===== config.mk =====
export PLATFORM = sky130hd
export DESIGN_NAME = lrcr_regs
export DESIGN_NICKNAME = d
export VERILOG_FILES = /design/src/rtl/lrcr_regs.v
export VERILOG_INCLUDE_DIRS = /design/src /design/src/rtl
export SDC_FILE = /design/constraint.sdc
export NUM_CORES = 1
export LEC_CHECK = 0
export ABC_AREA = 0
export ABC_CLOCK_PERIOD_IN_PS = 3030
export BUFFER_PORTS_ARGS = -buffer_cell sky130_fd_sc_hd__buf_2
export CORE_MARGIN = 3
export CORE_UTILIZATION = 55
export DETAILED_ROUTE_END_ITERATION = 10
export GPL_TIMING_DRIVEN = 0
export PLACE_DENSITY = 0.83
export SYNTH_ARGS = -nofsm -noshare
export SYNTH_HDL_FRONTEND = slang
export SYNTH_SLANG_ARGS = --single-unit

===== constraint.sdc =====
create_clock -name ref_clk_i -period 3.03 [get_ports ref_clk_i]
set_input_delay 0.303 -clock ref_clk_i [delete_from_list [all_inputs] [get_ports ref_clk_i]]
set_output_delay 0.303 -clock ref_clk_i [all_outputs]
set_load 0.03 [all_outputs]

===== src/rtl/lrcr_defines.vh =====
`ifndef LRCR_DEFINES_VH
`define LRCR_DEFINES_VH

// Register pointer values
`define LRCR_PTR_RESULT      8'h00
`define LRCR_PTR_CONFIG      8'h01

// Result register fields
`define LRCR_RES_EXP_HI      15
`define LRCR_RES_EXP_LO      12
`define LRCR_RES_MANT_HI     11
`define LRCR_RES_MANT_LO     0
`define LRCR_RES_RESET       16'h0000

// Configuration register fields
`define LRCR_CFG_RANGE_HI    15
`define LRCR_CFG_RANGE_LO    12
`define LRCR_CFG_CT          11
`define LRCR_CFG_MODE_HI     10
`define LRCR_CFG_MODE_LO     9
`define LRCR_CFG_OVF         8
`define LRCR_CFG_CRF         7
`define LRCR_CFG_FH          6
`define LRCR_CFG_FL          5
`define LRCR_CFG_LATCH       4
`define LRCR_CFG_POL         3
`define LRCR_CFG_ME          2
`define LRCR_CFG_FC_HI       1
`define LRCR_CFG_FC_LO       0
`define LRCR_CFG_RESET       16'hC810
`define LRCR_CFG_WR_MASK     16'hFE1F

// Range and mode codes
`define LRCR_RANGE_AUTO      4'hC
`define LRCR_MODE_OFF        2'h0
`define LRCR_MODE_SINGLE     2'h1

// Conversion timing
`define LRCR_CLK_KHZ         50000
`define LRCR_CONV_SHORT_MS   100
`define LRCR_CONV_LONG_MS    800
`define LRCR_CONV_SHORT_CYC  (`LRCR_CONV_SHORT_MS * `LRCR_CLK_KHZ)
`define LRCR_CONV_LONG_CYC   (`LRCR_CONV_LONG_MS * `LRCR_CLK_KHZ)

`endif


===== src/rtl/lrcr_regs.v =====
// Functional notes
// - Each finished conversion overwrites the result register with its outcome.
// - Result holds exponent in bits 15:12 and mantissa in bits 11:0.
// - Mantissa is unsigned binary from zero to the range full scale.
// - Exponent codes 0 to 11 give twelve doubling ranges, 81.90 to 167731.2 lux.
// - Lux equals mantissa times 0.02 times two to the exponent.
// - Exponent mask with a manual range code 0 to 11 reports exponent zero.
// - Any configuration write aborts a running conversion at once.
// - After that write a new conversion starts if the mode asks for one.
// - Configuration bits 15:12 select the range with the exponent code set.
// - Range code 1100b means automatic range, reported in the result exponent.
// - Range select resets to 1100b, automatic mode.
// - Configuration register holds eleven fields at their fixed positions.
// - Result register is read-only; writes leave it unchanged.
// - Overflow, ready, high and low flags are read-only; others read and write.
// - Registers travel as two bytes, most significant byte first.
// - The register pointer is kept until the host writes a new one.
// - Conversion time bit selects 100 ms when clear, 800 ms when set.
// - Mode resets to shutdown; 01 is single shot, 10 and 11 continuous.
`timescale 1ns/10ps
`default_nettype none
`include "lrcr_defines.vh"

module lrcr_regs #(
    parameter         CNT_W          = 26,
    parameter [25:0]  CONV_SHORT_CYC = `LRCR_CONV_SHORT_CYC,
    parameter [25:0]  CONV_LONG_CYC  = `LRCR_CONV_LONG_CYC
) (
    // Clock and reset
    input  wire        ref_clk_i,
    input  wire        rstn_i,
    // Byte port from the serial bus controller
    input  wire        ptr_wr_i,
    input  wire [7:0]  ptr_i,
    input  wire        wr_byte_i,
    input  wire [7:0]  wr_data_i,
    input  wire        rd_start_i,
    input  wire        rd_byte_i,
    output reg  [7:0]  rd_data_o,
    // Converter interface
    input  wire [3:0]  adc_exp_i,
    input  wire [11:0] adc_mant_i,
    input  wire        adc_ovf_i,
    input  wire        upper_limit_i,
    input  wire        lower_limit_i,
    output wire        conv_active_o,
    output wire        conv_sample_o,
    output wire        conv_abort_o,
    output wire [3:0]  range_select_o,
    output wire        range_auto_o,
    output wire        conversion_length_sel_o
);

    // One-hot conversion states
    localparam [1:0] ST_IDLE = 2'b01;
    localparam [1:0] ST_CONV = 2'b10;

    // Reset image and host-writable bits of the configuration word
    localparam [15:0] CFG_RST = `LRCR_CFG_RESET;
    localparam [15:0] WR_MASK = `LRCR_CFG_WR_MASK;

    // Byte port behaviour
    // A write transaction is a pointer byte followed by up to two data bytes.
    // The pointer byte always updates the kept pointer, even before a read.
    // The first data byte is parked; the second one commits the whole word.
    // A lone first byte never reaches any field, so half words cannot land.
    // Bytes after the second are dropped until the next pointer byte.
    // Only the configuration pointer accepts data; all others ignore it.
    // Read-only bits of the word are replaced by their current value on commit.

    // A read transaction snapshots the pointed register at its start pulse.
    // Each byte request then shows the next half, high half first.
    // A third request wraps back to the high half of the same snapshot.
    // The snapshot is why a result landing mid-read cannot tear the pair.
    // Unmapped pointers read as zero.

    // Converter handshake
    // conv_active_o is high for every cycle of a running conversion.
    // conv_sample_o marks the last cycle; exponent, mantissa and overflow
    // from the converter are taken at that edge and nowhere else.
    // conv_abort_o marks a committed write that cut a running conversion.
    // A conversion end that meets a committed write is thrown away.
    // The count runs from the commit edge to the sample cycle inclusive.
    // Continuous mode reloads the count at once, with no idle gap.
    // Single shot drops the mode back to shutdown at its sample edge.

    // Timing
    // A committed write shows its fields from the next cycle on.
    // Read data is registered and stands until the next byte request.
    // The ready flag clears at the start of a configuration read.

    // Limitations
    // The limit comparison lives outside; its two flags are shown live.
    // Automatic ranging happens in the converter; only the code is reported.
    // Reserved range codes are kept as written and behave as manual ranges, except that the exponent mask does not zero them.
    // The counter is sized for the long conversion at 50 MHz;
    // a faster clock needs a wider CNT_W.

    // Sequencer state
    reg [1:0]       state_r;
    reg [CNT_W-1:0] cnt_r;
    // Byte port state
    reg [7:0]       ptr_r;
    reg             wr_msb_pend_r;
    reg             wr_lsb_pend_r;
    reg [7:0]       wr_msb_r;
    reg [15:0]      rd_shadow_r;
    reg             rd_lsb_r;
    // Result and configuration fields
    reg [15:0]      result_r;
    reg [3:0]       range_select_r;
    reg             conversion_length_sel_r;
    reg [1:0]       mode_r;
    reg             overrange_flag_r;
    reg             conversion_done_flag_r;
    reg             latch_r;
    reg             irq_polarity_r;
    reg             exponent_mask_on_r;
    reg [1:0]       fault_count_sel_r;

    wire [15:0] cfg_val;
    wire [15:0] cfg_new;
    wire [15:0] cfg_merged;
    wire        cfg_wr;
    wire        conv_end;
    wire        range_auto;
    wire [3:0]  exp_rep;
    wire [CNT_W-1:0] conv_len;
    wire [CNT_W-1:0] cfg_len;

    // Length of the conversion a committed write starts
    assign cfg_len = cfg_merged[`LRCR_CFG_CT] ? CONV_LONG_CYC : CONV_SHORT_CYC;

    // Configuration image as seen by the host
    assign cfg_val = {range_select_r, conversion_length_sel_r, mode_r,
                      overrange_flag_r, conversion_done_flag_r,
                      upper_limit_i, lower_limit_i, latch_r,
                      irq_polarity_r, exponent_mask_on_r, fault_count_sel_r};

    // Write data merged so read-only fields keep their value
    assign cfg_new    = {wr_msb_r, wr_data_i};
    genvar gi;
    generate
        for (gi = 0; gi < 16; gi = gi + 1) begin : g_merge
            assign cfg_merged[gi] = WR_MASK[gi] ? cfg_new[gi] : cfg_val[gi];
        end
    endgenerate
    assign cfg_wr     = wr_byte_i && wr_lsb_pend_r &&
                        (ptr_r == `LRCR_PTR_CONFIG);

    // Conversion control
    assign range_auto = (range_select_r == `LRCR_RANGE_AUTO);
    assign conv_len   = conversion_length_sel_r ? CONV_LONG_CYC :
                                                  CONV_SHORT_CYC;
    assign conv_end   = state_r[1] && (cnt_r == {CNT_W{1'b0}});
    assign conv_abort_o  = cfg_wr && state_r[1];
    assign conv_sample_o = conv_end && !cfg_wr;
    assign conv_active_o = state_r[1];
    assign range_select_o          = range_select_r;
    assign range_auto_o            = range_auto;
    assign conversion_length_sel_o = conversion_length_sel_r;

    // Exponent reported with the result
    assign exp_rep = (exponent_mask_on_r && range_select_r < `LRCR_RANGE_AUTO) ? 4'h0 :
                     (range_auto ? adc_exp_i : range_select_r);

    // Pointer and write byte sequencing
    always @(posedge ref_clk_i) begin
        if (!rstn_i) begin
            ptr_r         <= `LRCR_PTR_RESULT;
            wr_msb_pend_r <= 1'b0;
            wr_lsb_pend_r <= 1'b0;
            wr_msb_r      <= 8'h00;
        end else if (ptr_wr_i) begin
            ptr_r         <= ptr_i;
            wr_msb_pend_r <= 1'b1;
            wr_lsb_pend_r <= 1'b0;
        end else if (wr_byte_i && wr_msb_pend_r) begin
            wr_msb_r      <= wr_data_i;
            wr_msb_pend_r <= 1'b0;
            wr_lsb_pend_r <= 1'b1;
        end else if (wr_byte_i && wr_lsb_pend_r) begin
            wr_lsb_pend_r <= 1'b0;
        end
    end

    // Read snapshot keeps both bytes of a read coherent
    always @(posedge ref_clk_i) begin
        if (!rstn_i) begin
            rd_shadow_r <= 16'h0000;
            rd_lsb_r    <= 1'b0;
            rd_data_o   <= 8'h00;
        end else if (rd_start_i) begin
            rd_lsb_r <= 1'b0;
            if (ptr_r == `LRCR_PTR_RESULT) begin
                rd_shadow_r <= result_r;
            end else if (ptr_r == `LRCR_PTR_CONFIG) begin
                rd_shadow_r <= cfg_val;
            end else begin
                rd_shadow_r <= 16'h0000;
            end
        end else if (rd_byte_i) begin
            rd_data_o <= rd_lsb_r ? rd_shadow_r[7:0] : rd_shadow_r[15:8];
            rd_lsb_r  <= ~rd_lsb_r;
        end
    end

    // Range, time and interrupt set-up fields; only a full two-byte write lands
    always @(posedge ref_clk_i) begin
        if (!rstn_i) begin
            range_select_r          <= CFG_RST[`LRCR_CFG_RANGE_HI:`LRCR_CFG_RANGE_LO];
            conversion_length_sel_r <= CFG_RST[`LRCR_CFG_CT];
            latch_r                 <= CFG_RST[`LRCR_CFG_LATCH];
            irq_polarity_r          <= CFG_RST[`LRCR_CFG_POL];
            exponent_mask_on_r      <= CFG_RST[`LRCR_CFG_ME];
            fault_count_sel_r       <= CFG_RST[`LRCR_CFG_FC_HI:`LRCR_CFG_FC_LO];
        end else if (cfg_wr) begin
            // Reserved range codes are stored as written
            range_select_r          <= cfg_merged[`LRCR_CFG_RANGE_HI:`LRCR_CFG_RANGE_LO];
            conversion_length_sel_r <= cfg_merged[`LRCR_CFG_CT];
            latch_r                 <= cfg_merged[`LRCR_CFG_LATCH];
            irq_polarity_r          <= cfg_merged[`LRCR_CFG_POL];
            exponent_mask_on_r      <= cfg_merged[`LRCR_CFG_ME];
            fault_count_sel_r       <= cfg_merged[`LRCR_CFG_FC_HI:`LRCR_CFG_FC_LO];
        end
    end

    // Mode field; a finished single shot falls back to shutdown by itself
    always @(posedge ref_clk_i) begin
        if (!rstn_i) begin
            mode_r <= CFG_RST[`LRCR_CFG_MODE_HI:`LRCR_CFG_MODE_LO];
        end else if (cfg_wr) begin
            mode_r <= cfg_merged[`LRCR_CFG_MODE_HI:`LRCR_CFG_MODE_LO];
        end else if (conv_end && mode_r == `LRCR_MODE_SINGLE) begin
            mode_r <= `LRCR_MODE_OFF;
        end
    end

    // Status flags; a conversion end in the cycle of a clearing read wins
    always @(posedge ref_clk_i) begin
        if (!rstn_i) begin
            overrange_flag_r       <= CFG_RST[`LRCR_CFG_OVF];
            conversion_done_flag_r <= CFG_RST[`LRCR_CFG_CRF];
        end else if (conv_sample_o) begin
            overrange_flag_r       <= adc_ovf_i;
            conversion_done_flag_r <= 1'b1;
        end else if (rd_start_i && ptr_r == `LRCR_PTR_CONFIG) begin
            conversion_done_flag_r <= 1'b0;
        end
    end

    // Result capture; an aborted conversion never reaches the register
    always @(posedge ref_clk_i) begin
        if (!rstn_i) begin
            result_r <= `LRCR_RES_RESET;
        end else if (conv_sample_o) begin
            result_r <= {exp_rep, adc_mant_i};
        end
    end

    // Conversion sequencer and cycle counter
    always @(posedge ref_clk_i) begin
        if (!rstn_i) begin
            state_r <= ST_IDLE;
            cnt_r   <= {CNT_W{1'b0}};
        end else if (cfg_wr) begin
            // A write aborts any running conversion; a mode other than shutdown restarts the full count
            if (cfg_merged[`LRCR_CFG_MODE_HI:`LRCR_CFG_MODE_LO] != `LRCR_MODE_OFF) begin
                state_r <= ST_CONV;
                cnt_r   <= cfg_len - 1'b1;
            end else begin
                state_r <= ST_IDLE;
            end
        end else begin
            case (state_r)
                ST_IDLE: begin
                    state_r <= ST_IDLE;
                end
                ST_CONV: begin
                    if (conv_end && mode_r == `LRCR_MODE_SINGLE) begin
                        state_r <= ST_IDLE;
                    end else if (conv_end) begin
                        cnt_r <= conv_len - 1'b1;
                    end else begin
                        cnt_r <= cnt_r - 1'b1;
                    end
                end
                default: begin
                    state_r <= ST_IDLE;
                end
            endcase
        end
    end

endmodule
`default_nettype wire


Word level (Yosys, flattened, before mapping)
Cells that the tools add are included.
- bits in registers: 101
- output and inout port bits: 17
- logic and storage cells: 81
- input port bits: 41
- bitwise operators: 4
- add/subtract/negate cells: 3
- equality and inequality tests: 7
- reduce and logical (&&, ||, !) cells: 23
- mux-type cells: 24
- $lt $le $gt $ge: 1
- operators with widths (cell ; number):
    26-bit 2-to-1 mux ; 7
    26-bit by 1-bit subtractor with 26-bit output, second input constant ; 3
    16-bit 2-to-1 mux ; 2
    26-bit zero test ; 1
    2-bit 2-to-1 mux ; 6
    2-bit nonzero test ; 6
    1-bit logical AND ; 9
    8-bit by 1-bit == test with 1-bit output, second input constant ; 1
    8-bit zero test ; 1
    4-bit 2-to-1 mux ; 2
    8-bit 2-to-1 mux ; 1
    1-bit 2-to-1 mux ; 6
    4-bit == test, second input constant ; 1
    4-bit less-than comparator, second input constant ; 1
    1-bit NOT ; 4
    2-bit AND reduction ; 2
    2-bit OR reduction ; 2
    3-bit inequality test, second input constant ; 1
    3-bit AND reduction ; 1
    2-bit by 1-bit == test with 1-bit output, second input constant ; 1
    2-bit == test, second input constant ; 1
    2-bit by 1-bit inequality test with 1-bit output, second input constant ; 1
    2-bit inequality test, second input constant ; 1
    1-bit zero test ; 1

Longest topological paths before layout
- depth after elaboration: 6
- mapped depth: 9
- gate-level depth less buffers: 8

Worst setup path before layout
OpenSTA, ideal clock, no wires.
- kind: register to output
- start point: register state_r[1]
- end point: output conv_sample_o
- required time: 2727 ps
- arrival time: 2052 ps
- cell stages (with the launch flop): 5
- buffers on the path: 0
- path slack: 675 ps
- path through: dfxtp_1 -> or4b_2 -> nor4_4 -> nand2_1 -> nor2_1
- cells in the longest elaborated chain, start to end: 2
- RTL lines (what ; RTL line ; RTL):
    from (decl) ; lrcr_regs.v:100 ; reg [1:0] state_r;
    from (signal assigned) ; lrcr_regs.v:264 ; state_r <= ST_IDLE;
    from (signal assigned) ; lrcr_regs.v:269 ; state_r <= ST_CONV;
    from (signal assigned) ; lrcr_regs.v:272 ; state_r <= ST_IDLE;
    1-bit logical AND ; lrcr_regs.v:155 ; assign conv_end = state_r[1] && (cnt_r == {CNT_W{1'b0}});
    1-bit logical AND ; lrcr_regs.v:157 ; assign conv_sample_o = conv_end && !cfg_wr;
    to (decl) ; lrcr_regs.v:47 ; output wire conv_sample_o,
No other way between the ends.

Worst setup path after layout
- start point: register cnt_r[8]
- end point: output conv_sample_o
- cells in the longest elaborated chain, start to end: 3
- RTL lines (what ; RTL line ; RTL):
    from (decl) ; lrcr_regs.v:101 ; reg [CNT_W-1:0] cnt_r;
    from (signal assigned) ; lrcr_regs.v:265 ; cnt_r <= {CNT_W{1'b0}};
    from (signal assigned) ; lrcr_regs.v:270 ; cnt_r <= cfg_len - 1'b1;
    from (signal assigned) ; lrcr_regs.v:283 ; cnt_r <= conv_len - 1'b1;
    26-bit zero test ; lrcr_regs.v:155 ;
    1-bit logical AND ; lrcr_regs.v:155 ;
    1-bit logical AND ; lrcr_regs.v:157 ;
No other way between the ends.

==> summary.txt <==
Power and ir drop
  • P_leak: around 2.1 nW
  • Maximum VDD drop: 0.269 mV
  • PD cells: ~440 nW/um2

Min path
  • Worst min-delay path category: in -> reg
  • Hold Path Cell Cnt: 3

Placed design
  • Number of port buffers: 56
  • Dpl cell area: 5040 um2
  • Placed cell count: just over 700
  • Dpl ws: roughly 0.33 ns
  • Dpl hpwl: 8.85 mm
  • Placer congestion estimate: 0.982

Worst setup path
  • Critical Path Start: cnt_r[8]$_SDFFE_PN0P_
  • Crit. path cell count: 6
  • R2R setup slack: 0.26 ns
  • Critical Path AT: 2.59 ns
  • Crit path cell chain: buf_2, or4b_2, nor4_4, nand2_1, nor2_1, buf_2
  • Reg2Reg Launch Point: cnt_r[9]$_SDFFE_PN0P_
  • Worst Path Max Fanout: 10
  • WP buf/inv: 2
  • Critical R2R Capture: result_r[9]$_SDFFE_PN0P_
  • Cell family with most CP delay: simple AND/OR/NAND/NOR gates
  • Reg2Reg Depth: 8
  • Most used cell along the critical path: buf_2
  • Critical path capture point type: output pin
  • Critical Path RT: 2.73 ns
  • WS Path Type: reg -> out
  • CP Launch Type: flop
  • Largest stage delay, worst path: roughly 0.72 ns
  • Critical Path End: conv_sample_o
  • Crit-path slowest cell: or4b_2

Routing
  • Routed WL: roughly 12 mm
  • Met1 wire length: 5.55 mm
  • Avg WL per Cell: between 15 and 20 um
  • WL met2: between 5 and 6 mm
  • Initial DRC count: roughly 360
  • Post-DRT Antenna Nets: 0
  • Top Metal Used: met4
  • DR vias/cell: 6.00
  • DR WL met3: a little over 700 um
  • # DRC: 0
  • First drt pass iteration count: 5
  • Via count: 4372

Yosys
  • Syn nets: between 500 and 600
  • Warnings, synthesis: 0
  • Netlist cell types: 61
  • Ys async rst share: 0
  • Post-Syn Area per Cell: roughly 8.3 um2
  • Post-synthesis sequential area ratio: 0.432
  • EDFF count, synth: 0
  • Syn Inst Count: approximately 560
  • Yosys reg bits: 100
  • Ys flop type: dfxtp_1
  • Mapped cell area: 4640 um2

STA
  • Worst setup margin: roughly 0.14 ns
  • Final Critical Period: between 2 and 3 ns
  • Setup TNS: 0 ns
  • Slew Viols, Final: 0
  • Slew margin rel.: 0.507
  • Setup violations, final: 0
  • Hold WS: ~0.17 ns
  • Slew @ Worst Pin: 0.740 ns
  • Skew final: approximately 0.016 ns
  • Maximum clock rate: ~350 MHz
  • Period utilization: 0.953
  • Final Hold Viols: 0
  • Unrepaired setup endpoints after global routing: false

Clock network
  • CTS max path bufs: 2
  • Clock Latency Late Sink: 0.36 ns
  • TritonCTS buffer count: 9
  • CTS tree: built
  • Root Driver: clkbuf_8
  • Setup bufs post-CTS: 0
  • Post-CTS sizing: 1
  • H-tree Lvls: 3
  • Clock sink count: 100
  • Clock transition at the registers of the reported paths: between 0.1 and 0.15 ns
  • # hold bufs at CTS: 0

Final layout
  • Most common cell after layout, fill and taps aside: dfxtp_1
  • Fin nets: about 660
  • Syn-to-layout area delta: 12.7%
  • Fillers: about 700
  • Diode count: 0
  • Sequential cell area: 2000 um2
  • Most frequent cells in the layout: dfxtp_1 (100), nand2_1 (75), nor2_1 (72), buf_2 (66), a21oi_1 (63)
  • Post-Layout Inst Area: approximately 5200 um2
  • Layout cells sized above 1: 0.169
  • Multi-input gate area: around 2400 um2
  • Non-Filler Instances: between 700 and 800

Global route
  • GR Util All Layers: 0.250
  • Vias in the first global route: roughly 4.2k
  • Initial antenna violation count: 0
  • Total gr overflow: 0
  • Largest net degree at the start of global routing: 18
  • First-pass GRT wire length: a little under 20 mm

Floorplanning
  • Die Wd: approximately 98 um
  • Ports: 58
  • Initial Util: 0.582
  • Core area: roughly 8000 um2
  • Num rows: 32
  • DIE AREA: ~9600 um2
  • Die height: 97.8 um

Run
  • Max-cap viol count: 0

Outcome
  • Status: finished clean
-- kinds of logic (layout without fill, tap and decap cells) --
family | after synthesis | in the layout | synth area share
and+or+nand+nor | 230 | 230 | 0.242
AOI/OAI and AO/OA | 132 | 132 | 0.185
DFF | 100 | 100 | 0.432
buffers and inverters | 50 | 121 | 0.0464
muxes | 40 | 40 | 0.0864
xor gates and xnor gates | 3 | 3 | 0.00567
adders and majority gates | 1 | 1 | 0.00270
-- final cells by class --
type                            instances  share of cell area
Clock buffer                           11              0.0271
Tap cell                              102              0.0244
Timing Repair Buffer                   56              0.0536
Inverter                               13             0.00934
Clock inverter                          5             0.00814
Multi-Input combinational cell        406               0.463
Sequential cell                       100               0.383
Buffer                                 36              0.0314
-- metal layers --
metal / up-vias / track usage
met5: - / 0
met4: 0 / 0.0905
met3: 25 / 0.0264
met1: 2075 / 0.338
li1: 2110 / -
met2: 162 / 0.416
-- registers in the layout, indices dropped and copies added, names as in the netlist --
| signal | cells |
|---|---|
| cnt_r | 26 |
| conversion_done_flag_r | 1 |
| conversion_length_sel_o | 1 |
| exponent_mask_on_r | 1 |
| fault_count_sel_r | 2 |
| irq_polarity_r | 1 |
| latch_r | 1 |
| mode_r | 2 |
| overrange_flag_r | 1 |
| ptr_r | 8 |
| range_select_o | 4 |
| rd_data_o | 8 |
| rd_lsb_r | 1 |
| rd_shadow_r | 16 |
| result_r | 16 |
| state_r | 2 |
| wr_lsb_pend_r | 1 |
| wr_msb_pend_r | 1 |
| wr_msb_r | 7 |
-- power by group --
group	switching, mW	internal [mW]	total, mW	leakage (nW)
sequential	0.00939	1.33	1.34	0.809
combinational	0.102	0.0587	0.161	1.16
clock	0.477	0.333	0.810	0.0909
-- tightest hold or removal path: cells and delay by family --
| kind | cells | cell delay [ns] |
|---|---|---|
| buffers and inverters | 1 | 0.09 |
| AO/OA/AOI/OAI | 1 | 0.05 |
| AND/OR/NAND/NOR | 1 | 0.04 |
-- Yosys cell counts, drive strengths merged, types with 6 or more instances --
| cell type | instances | area, um2 |
|---|---|---|
| mux2i | 40 | 400 |
| a311oi | 6 | 52.6 |
| nor2 | 74 | 293 |
| buf | 14 | 80.1 |
| a21oi | 66 | 342 |
| o21ai | 12 | 60.1 |
| clkbuf | 23 | 86.3 |
| nand2b | 8 | 50.1 |
| nor4 | 10 | 90.1 |
| a211oi | 16 | 133 |
| nand3 | 10 | 50.1 |
| dfxtp | 100 | 2000 |
| inv | 12 | 45.0 |
| or3 | 12 | 80.1 |
| nor3 | 19 | 110 |
| nand2 | 75 | 282 |
-- worst min-delay path by stage --
stage	from	end	slack, ns
2_1_floorplan	rd_start_i	rd_lsb_r$_SDFFE_PP0P_	0.38
3_3_place_gp	result_r[0]$_SDFFE_PN0P_	result_r[0]$_SDFFE_PN0P_	0.44
3_5_place_dp	result_r[0]$_SDFFE_PN0P_	result_r[0]$_SDFFE_PN0P_	0.44
4_1_cts	adc_mant_i[7]	result_r[7]$_SDFFE_PN0P_	0.17
5_1_grt	adc_mant_i[6]	result_r[6]$_SDFFE_PN0P_	0.17
6_report	adc_mant_i[7]	result_r[7]$_SDFFE_PN0P_	0.17
-- through the flow --
stage / util / power [mW]
CTS: 0.656 / 2.31
floorplan: - / 1.47
global placement: 0.633 / 1.52
finish: 0.656 / 2.31
global route: 0.656 / 2.39
detailed placement: 0.633 / 1.53
Power figures use the tool's default switching activity.
